$ cat src/hw/edag_map.vh
// Purpose: constants for the external data address generator
// Assumes: 16-bit external data space, 8-bit core registers
// Notes:   on-chip ram range is a parameter of the block; timing field layout is fixed by the defines here
//
// Contract
// - both addressing forms build the address from register contents, never from an immediate field.
// - the long form uses the full 16-bit data pointer as the address.
// - the data pointer is written and read as separate high and low byte registers.
// - the short form takes the high byte from the page register and the low byte from the chosen index register.
// - on-chip ram accesses need no setup and finish in the core's standard move timing.
// - off-chip accesses last a time set by the timing control value.
// - a configurable option redirects external move writes to program flash.
// - with the option clear every access goes to the external ram space, which is the reset state.
`ifndef EDAG_MAP_VH
`define EDAG_MAP_VH
`define EDAG_PTR_RST     8'h00
`define EDAG_PAGE_RST    8'h00
`define EDAG_TIMING_RST  8'hff
`define EDAG_STD_CYCLES  4'h1
`define EDAG_RAM_BASE    16'h0000
`define EDAG_RAM_LAST    16'h0fff
`define EDAG_TC_LSB      0
`define EDAG_TC_MSB      3
`define EDAG_REG_PTR_HI  2'h0
`define EDAG_REG_PTR_LO  2'h1
`define EDAG_REG_PAGE    2'h2
`define EDAG_REG_TC      2'h3
`endif

$ cat src/hw/edag_core.v
// Purpose: forms external-data addresses and steers them on chip, off chip or to flash
// Assumes: core presents one access request per move; same clock as the core
// Notes:   off-chip duration counted here; pin-level bus timing lives elsewhere
`include "edag_map.vh"

module edag_core #(
    parameter [15:0] RAM_BASE = `EDAG_RAM_BASE,
    parameter [15:0] RAM_LAST = `EDAG_RAM_LAST
) (
    input  wire        clk_in,
    input  wire        rst_b_in,
    input  wire        reg_wr_in,
    input  wire [1:0]  reg_sel_in,
    input  wire [7:0]  reg_wdata_in,
    output reg  [7:0]  reg_rdata_out,
    input  wire        flash_wr_sel_in,
    input  wire [7:0]  first_index_in,
    input  wire [7:0]  second_index_in,
    input  wire        acc_req_in,
    input  wire        acc_long_in,
    input  wire        acc_idx_sel_in,
    input  wire        acc_write_in,
    input  wire [7:0]  acc_wdata_in,
    output wire        acc_busy_out,
    output reg         acc_done_out,
    output reg  [7:0]  acc_rdata_out,
    output reg  [15:0] mem_addr_out,
    output reg  [7:0]  mem_wdata_out,
    output reg         ram_en_out,
    output reg         ext_en_out,
    output reg         flash_en_out,
    output reg         mem_write_out,
    input  wire [7:0]  ram_rdata_in,
    input  wire [7:0]  ext_rdata_in
);
    localparam ST_IDLE = 2'h0;
    localparam ST_STD  = 2'h1;
    localparam ST_EXT  = 2'h2;

    // byte registers and the values they take at the next edge
    reg [7:0]   ptr_high_r;
    reg [7:0]   ptr_high_nxt;
    reg [7:0]   ptr_low_r;
    reg [7:0]   ptr_low_nxt;
    reg [7:0]   page_r;
    reg [7:0]   page_nxt;
    reg [7:0]   timing_r;
    reg [7:0]   timing_nxt;
    reg [7:0]   rdata_nxt;
    // access sequencer and the next values of its outputs
    reg [1:0]   state_r;
    reg [1:0]   state_nxt;
    reg [3:0]   cnt_r;
    reg [3:0]   cnt_nxt;
    reg         sel_ext_r;
    reg         sel_ext_nxt;
    reg         done_nxt;
    reg [7:0]   acc_rdata_nxt;
    reg [15:0]  addr_nxt;
    reg [7:0]   wdata_nxt;
    reg         ram_en_nxt;
    reg         ext_en_nxt;
    reg         flash_en_nxt;
    reg         write_nxt;
    // address path and decode results
    wire [15:0] eff_addr;
    wire        in_ram;
    wire [7:0]  idx_val;
    wire        take;
    wire        last_cycle;
    wire        to_flash;
    wire [3:0]  load_cnt;

    // range check used for every access
    function in_range;
        input [15:0] a;
        begin
            in_range = (a >= RAM_BASE) && (a <= RAM_LAST);
        end
    endfunction

    // write decode, shared by all four byte registers
    function wr_hit;
        input       wr;
        input [1:0] sel;
        input [1:0] code;
        begin
            wr_hit = wr && (sel == code);
        end
    endfunction

    // readback select over the byte registers
    function [7:0] sel_reg;
        input [1:0] sel;
        input [7:0] high;
        input [7:0] low;
        input [7:0] page;
        input [7:0] timing;
        begin
            case (sel)
                `EDAG_REG_PTR_HI: sel_reg = high;
                `EDAG_REG_PTR_LO: sel_reg = low;
                `EDAG_REG_PAGE:   sel_reg = page;
                default:          sel_reg = timing;
            endcase
        end
    endfunction

    // address forms: both come from registers only
    assign idx_val  = acc_idx_sel_in ? second_index_in : first_index_in;
    assign eff_addr = acc_long_in ? {ptr_high_r, ptr_low_r}
                                  : {page_r, idx_val};
    assign in_ram   = in_range(eff_addr);

    // sequencer decodes; a request is taken only while idle
    assign acc_busy_out = (state_r != ST_IDLE);
    assign take         = acc_req_in && (state_r == ST_IDLE);
    assign last_cycle   = (state_r != ST_IDLE) && (cnt_r == 4'h0);
    assign to_flash     = acc_write_in && flash_wr_sel_in;
    // on chip: fixed standard timing; off chip: timing field
    assign load_cnt     = in_ram ? `EDAG_STD_CYCLES - 4'h1
                                 : timing_r[`EDAG_TC_MSB:`EDAG_TC_LSB];

    // byte register next values; untouched unless their own code is written
    always @* begin
        ptr_high_nxt = ptr_high_r;
        ptr_low_nxt  = ptr_low_r;
        page_nxt     = page_r;
        timing_nxt   = timing_r;
        if (wr_hit(reg_wr_in, reg_sel_in, `EDAG_REG_PTR_HI)) begin
            ptr_high_nxt = reg_wdata_in;
        end
        if (wr_hit(reg_wr_in, reg_sel_in, `EDAG_REG_PTR_LO)) begin
            ptr_low_nxt = reg_wdata_in;
        end
        if (wr_hit(reg_wr_in, reg_sel_in, `EDAG_REG_PAGE)) begin
            page_nxt = reg_wdata_in;
        end
        if (wr_hit(reg_wr_in, reg_sel_in, `EDAG_REG_TC)) begin
            timing_nxt = reg_wdata_in;
        end
        // readback taken from next values so a fresh write shows at once
        rdata_nxt = sel_reg(reg_sel_in, ptr_high_nxt, ptr_low_nxt, page_nxt, timing_nxt);
    end

    // byte registers and registered readback
    always @(posedge clk_in or negedge rst_b_in) begin
        if (!rst_b_in) begin
            ptr_high_r    <= `EDAG_PTR_RST;
            ptr_low_r     <= `EDAG_PTR_RST;
            page_r        <= `EDAG_PAGE_RST;
            timing_r      <= `EDAG_TIMING_RST;
            reg_rdata_out <= `EDAG_PTR_RST;
        end else begin
            ptr_high_r    <= ptr_high_nxt;
            ptr_low_r     <= ptr_low_nxt;
            page_r        <= page_nxt;
            timing_r      <= timing_nxt;
            reg_rdata_out <= rdata_nxt;
        end
    end

    // access sequencer state; requests while busy are ignored
    always @* begin
        case (state_r)
            ST_IDLE: state_nxt = acc_req_in ? (in_ram ? ST_STD : ST_EXT) : ST_IDLE;
            ST_STD:  state_nxt = (cnt_r == 4'h0) ? ST_IDLE : ST_STD;
            ST_EXT:  state_nxt = (cnt_r == 4'h0) ? ST_IDLE : ST_EXT;
            default: state_nxt = ST_IDLE;
        endcase
    end

    // access datapath; strobes held for the whole access, done the cycle after the last, as the strobes drop
    always @* begin
        cnt_nxt       = cnt_r;
        sel_ext_nxt   = sel_ext_r;
        done_nxt      = 1'b0;
        acc_rdata_nxt = acc_rdata_out;
        addr_nxt      = mem_addr_out;
        wdata_nxt     = mem_wdata_out;
        ram_en_nxt    = ram_en_out;
        ext_en_nxt    = ext_en_out;
        flash_en_nxt  = flash_en_out;
        write_nxt     = mem_write_out;
        if (take) begin
            addr_nxt    = eff_addr;
            wdata_nxt   = acc_wdata_in;
            write_nxt   = acc_write_in;
            sel_ext_nxt = ~in_ram;
            cnt_nxt     = load_cnt;
            if (to_flash) begin
                flash_en_nxt = 1'b1;
            end else begin
                ram_en_nxt = in_ram;
                ext_en_nxt = ~in_ram;
            end
        end else if (last_cycle) begin
            done_nxt      = 1'b1;
            acc_rdata_nxt = sel_ext_r ? ext_rdata_in : ram_rdata_in;
            ram_en_nxt    = 1'b0;
            ext_en_nxt    = 1'b0;
            flash_en_nxt  = 1'b0;
            write_nxt     = 1'b0;
        end else if (state_r != ST_IDLE) begin
            cnt_nxt = cnt_r - 4'h1;
        end
    end

    // sequencer and output flops, loaded every edge
    always @(posedge clk_in or negedge rst_b_in) begin
        if (!rst_b_in) begin
            state_r       <= ST_IDLE;
            cnt_r         <= 4'h0;
            sel_ext_r     <= 1'b0;
            acc_done_out  <= 1'b0;
            acc_rdata_out <= 8'h00;
            mem_addr_out  <= 16'h0000;
            mem_wdata_out <= 8'h00;
            ram_en_out    <= 1'b0;
            ext_en_out    <= 1'b0;
            flash_en_out  <= 1'b0;
            mem_write_out <= 1'b0;
        end else begin
            state_r       <= state_nxt;
            cnt_r         <= cnt_nxt;
            sel_ext_r     <= sel_ext_nxt;
            acc_done_out  <= done_nxt;
            acc_rdata_out <= acc_rdata_nxt;
            mem_addr_out  <= addr_nxt;
            mem_wdata_out <= wdata_nxt;
            ram_en_out    <= ram_en_nxt;
            ext_en_out    <= ext_en_nxt;
            flash_en_out  <= flash_en_nxt;
            mem_write_out <= write_nxt;
        end
    end
endmodule // edag_core

$ cat config.mk
export PLATFORM = sky130hd
export DESIGN_NAME = edag_core
export DESIGN_NICKNAME = d
export VERILOG_FILES = /design/src/hw/edag_core.v
export VERILOG_INCLUDE_DIRS = /design/src /design/src/hw
export SDC_FILE = /design/constraint.sdc
export NUM_CORES = 1
export LEC_CHECK = 0
export ABC_AREA = 1
export BUFFER_PORTS_ARGS = -buffer_cell sky130_fd_sc_hd__buf_2
export CORE_MARGIN = 2
export CORE_UTILIZATION = 30
export CTS_BUF_LIST = sky130_fd_sc_hd__clkbuf_4 sky130_fd_sc_hd__clkbuf_8
export DETAILED_ROUTE_END_ITERATION = 6
export GPL_ROUTABILITY_DRIVEN = 1
export SETUP_SLACK_MARGIN = 0.02
export SYNTH_ARGS = -nofsm -noshare
export SYNTH_HDL_FRONTEND = slang
export SYNTH_SLANG_ARGS = --single-unit
$ cat constraint.sdc
create_clock -name clk_in -period 4.1 [get_ports clk_in]
set_clock_uncertainty 0.1 [all_clocks]
set_input_delay 0.205 -clock clk_in [delete_from_list [all_inputs] [get_ports clk_in]]
set_output_delay 0.205 -clock clk_in [all_outputs]
set_load 0.02 [all_outputs]
# Word-level counts from Yosys, hierarchy flattened
# Index checks and enable logic that the tools add are counted.
[word_totals]
reg_bits = 84
output_inout_bits = 46
[classes]
addsub = 1
order_cmp = 2
eq_ne = 8
muxes = 27
n_bitwise = 2
n_reduce_logical = 18
[op_table]
columns = ["op", "count"]
rows = [
  ["8-bit 2-to-1 mux", 6],
  ["8-bit case mux with 3 select lines", 1],
  ["16-bit by 1-bit >= comparator with 1-bit output (second input constant)", 1],
  ["16-bit by 12-bit less-or-equal comparator with 1-bit output (second input constant)", 1],
  ["16-bit 2-to-1 mux", 1],
  ["4-bit 2-to-1 mux", 4],
  ["1-bit 2-to-1 mux", 11],
  ["1-bit logical AND", 8],
  ["2-bit AND reduction", 4],
  ["2-bit equality test (second input constant)", 3],
  ["2-bit 2-to-1 mux", 3],
  ["2-bit case mux with 3 select lines", 1],
  ["2-bit nonzero test", 3],
  ["2-bit by 1-bit equality test with 1-bit output (second input constant)", 2],
  ["2-bit logical NOT", 2],
  ["4-bit logical NOT", 1],
  ["2-bit != test (second input constant)", 2],
  ["4-bit by 1-bit subtractor with 4-bit output (second input constant)", 1],
  ["2-bit by 1-bit != test with 1-bit output (second input constant)", 1],
  ["1-bit NOT", 2],
]

# Depth between registers and ports, before layout
[logic_depth]
word_depth = 7
depth_mapped = 10
ltp_nobuf = 10

# Worst setup path before layout
# Ideal clock, no wire load.
[synth_timing]
path_kind = "register -> register"
start = "reg cnt_r[0]"
end = "reg acc_rdata_out[6]"
arrival_time_ps = 1310
slack_ps = 2566
stages_incl_launch_ff = 10
n_path_buf = 2
period_less_slack_ps = 1534
cell_sequence = "dfrtp_1 > inv_1 > ha_1 > inv_1 > nor2_1 > nand3_1 > buf_2 > buf_2 > nand2_1 > o31ai_1"
[synth_via]
elab_chain_cells = 3
[synth_rtl]
columns = ["element", "line", "rtl"]
rows = [
  ["start, declared", "edag_core.v:53", "reg [3:0] cnt_r;"],
  ["start signal, assigned", "edag_core.v:225", "cnt_r <= cnt_nxt;"],
  ["4-bit logical NOT", "edag_core.v:118", "assign last_cycle = (state_r != ST_IDLE) && (cnt_r == 4'h0);"],
  ["1-bit logical AND", "edag_core.v:118", ""],
  ["2-bit AND reduction (no source line)", "-", ""],
  ["end signal, assigned", "edag_core.v:228", "acc_rdata_out <= acc_rdata_nxt;"],
  ["end, declared", "edag_core.v:26", "output reg [7:0] acc_rdata_out,"],
]
# Every way passes these cells.
# A chain may end at the register's enable or synchronous reset.

# Worst setup path in the final report
[layout_timing]
start = "reg state_r[1]"
end = "reg ext_en_out"
[layout_via]
elab_chain_cells = 4
[layout_rtl]
columns = ["element", "line", "rtl"]
rows = [
  ["start, declared", "edag_core.v:51", "reg [1:0] state_r;"],
  ["start signal, assigned", "edag_core.v:224", "state_r <= state_nxt;"],
  ["2-bit logical NOT / 2-bit nonzero test (equally long branches)", "edag_core.v:117, edag_core.v:118", ""],
  ["1-bit logical AND (on tied branches)", "edag_core.v:117, edag_core.v:118", ""],
  ["2-bit != test (no source line) / 2-bit nonzero test (equally long branches)", "-", ""],
  ["2-bit AND reduction (no source line)", "-", ""],
  ["end signal, assigned", "edag_core.v:232", "ext_en_out <= ext_en_nxt;"],
  ["end, declared", "edag_core.v:30", "output reg ext_en_out,"],
]
# Parallel ways exist; a longest one is shown, timed or not.

==> out/results.txt <==
gpl congestion -> 0.794
num rows -> 41
pwr dens -> 597 mW/mm²
CP startpoint kind -> flip-flop
design area -> 0.00489 mm²
register area -> 0.00211 mm²
setup slack after placement -> 2040 ps
unrepaired setup endpoints after global routing -> no
grt ovf -> 0
WP data required -> 4260 ps
Die Span Y -> 119 µm
Core Footprint -> 0.0127 mm²
critical path peak fanout -> 33
DP Cell Count -> 716
antenna violations before repair -> 0
LEAKAGE -> 2.49 nW
most used cell, CP -> nand2_1
Critical Path AT -> 2210 ps
HPWL after DPL -> 7.21 mm
R2R Path Start -> state_r[1]$_DFF_PN0_
Max Slew Vio Count -> 0
Worst VDD drop -> 185 µV
area leader, netlist -> dfrtp_1
Max-Cap Viols -> 0
TritonRoute pass-1 iters -> 5
Hold Vio Cnt, Final -> 0
largest net degree at the start of global routing -> 85
Post-synth ARST share -> 1.00
Min Hold Slack -> 9.74 ps
Layout Utilization -> 0.384
total power draw -> 2.92 mW
CTS resizes -> 0
Sink Count -> 84
Hold Crit Class -> in2reg
IO Pins -> 104
Clock Path Buffers -> 2
kind of critical path -> reg2reg
Final Non-Filler Cells -> 744
crit share post-route -> 0.500
M3 GR Usage -> 0.0434
register area share after synthesis -> 0.535
CTS tree -> yes
Max Freq -> 0.488 GHz
ant diodes -> 0
Multi-input gate area -> 0.00154 mm²
Crit. End Element -> flip-flop
synthesized instance count -> 459
R2R setup slack -> 2050 ps
Cell Chain, Critical Path -> nor2_1, nand2_1, buf_4, inv_1, buf_4, nand2_1, nand2_1, inv_1, nand2_1, o21ai_0
# nets final -> 626
Die W -> 119 µm
cell area after synthesis -> 0.00395 mm²
hold path startpoint -> flash_wr_sel_in
CTS Buf Count -> 9
Net Count, Synth -> 518
WL per Instance -> 13.4 µm
die area -> 0.0141 mm²
Fill cells -> 1,336
top-area cell type share of the netlist area -> 0.482
synthesized area per cell -> 8.60 µm²
worst-skew pair later-pin latency -> 370 ps
DP Area -> 0.00457 mm²
setup TNS -> 0 ps
synth unique cells -> 27
synth top area cells -> dfrtp_1, nand2_1, dfstp_2, o211ai_1, o21a_1
Worst Setup SP -> state_r[1]$_DFF_PN0_
Root Driver -> clkbuf_8
# DRC -> 0
Vias -> 3,452
first-pass GRT wire length -> 17.0 mm
crit-path max cell delay -> 400 ps
All-Layer GR Usage -> 0.150
count leader, synth -> nand2_1
vias in the first global route -> 3,537
Buffers on Ports -> 103
Routed Antenna Nets -> 0
initial DRC count -> 182
total wire length -> 10.0 mm
post-synthesis register bit count -> 84
Post-synth EDFFs -> 0
status -> finished, final reports clean
worst slew pin tran -> 1100 ps
Final setup violation count -> 0
final setup margin -> 2050 ps
vias per inst -> 4.64
share of layout cells above drive strength 1 -> 0.240
Post-synth top cells -> nand2_1, dfrtp_1, inv_1, nor2_1
Synth Warn # -> 0
met1 Use GR -> 0.196
crit path time final -> 2050 ps
clk slew on worst S/H paths -> 90 ps
H-tree depth -> 3
Initial Util -> 0.310
Primary FF master, synth -> dfrtp_1
Slew HR -> 0.265
Area growth syn-to-layout -> 23.9%
total setup buffers inserted after CTS -> 0
Worst path slowest cell -> dfrtp_1
GR peak layer -> met2
met2 Use GR -> 0.241
## state kept, by name (all words and copies together), names as in the netlist
| name | flops |
|---|---|
| mem_wdata_out | 8 |
| ptr_high_r | 8 |
| state_r | 2 |
| mem_write_out | 1 |
| cnt_r | 4 |
| acc_rdata_out | 8 |
| sel_ext_r | 1 |
| reg_rdata_out | 8 |
| ram_en_out | 1 |
| ext_en_out | 1 |
| mem_addr_out | 16 |
| ptr_low_r | 8 |
| flash_en_out | 1 |
| acc_done_out | 1 |
| timing_r | 8 |
| page_r | 8 |
## worst max-delay path, delay by kind of cell (launching register included)
kind	cells	cell delay [ps]
and+or+nand+nor	5	370
DFF	1	400
AOI/OAI and AO/OA	1	80
buffers and inverters	4	970
## cell usage in the layout, fill, tap and decap left out, drive strengths merged, types with 16 or more instances in the layout
cell,n
nand2,150
buf,105
dfrtp,76
inv,40
nor2,36
o21a,24
o211ai,24
a21oi,20
nand3,18
o21ai,16
## what timing repair did
action / CTS / global route
setup endpoints to repair: 0 / 0
endpoints found under the hold margin: 87 / 0
hold buffers: 12 / 0
## layer usage
metal	wire, µm	vias up
li1	-	1725
met1	4650	1622
met2	4680	97
met3	565	8
met4	108	0
met5	0	-
## layout make-up
cell class | count | area share
Sequential cell | 84 | 0.432
Multi-Input combinational cell | 313 | 0.316
Timing Repair Buffer | 117 | 0.134
Tap cell | 172 | 0.0440
Inverter | 42 | 0.0333
Clock buffer | 9 | 0.0253
Clock inverter | 7 | 0.0159
## logic make-up (layout without fill, tap and decap cells)
logic type               Yosys count  count (layout)  synth area share
buffers and inverters             62             175            0.0736
flip-flops                        84              84             0.535
XOR/XNOR                           1               1           0.00222
AO/OA/AOI/OAI                     99              99             0.163
AND/OR/NAND/NOR                  212             212             0.223
adder cells (fa/ha/maj)            1               1           0.00317
## power by group
part           leakage [nW]  total (mW)  switching (mW)  internal (mW)
registers             0.968        1.25           0.154           1.10
clock network        0.0994       0.604           0.320          0.284
logic                  1.42        1.06           0.688          0.375
## path summary, 6_finish.rpt
check / end / cells past startpoint
setup reg to reg: ext_en_out$_DFFE_PN0P_ / 10
hold / removal: flash_en_out$_DFFE_PN0P_ / 3
min in group asynchronous: acc_rdata_out[5]$_DFFE_PN0P_ / 2
max in group asynchronous: ptr_low_r[4]$_DFF_PN0_ / 2
hold reg to reg: timing_r[5]$_DFF_PN1_ / 2
setup / recovery: ext_en_out$_DFFE_PN0P_ / 10
(Power assumes the default switching activity.)
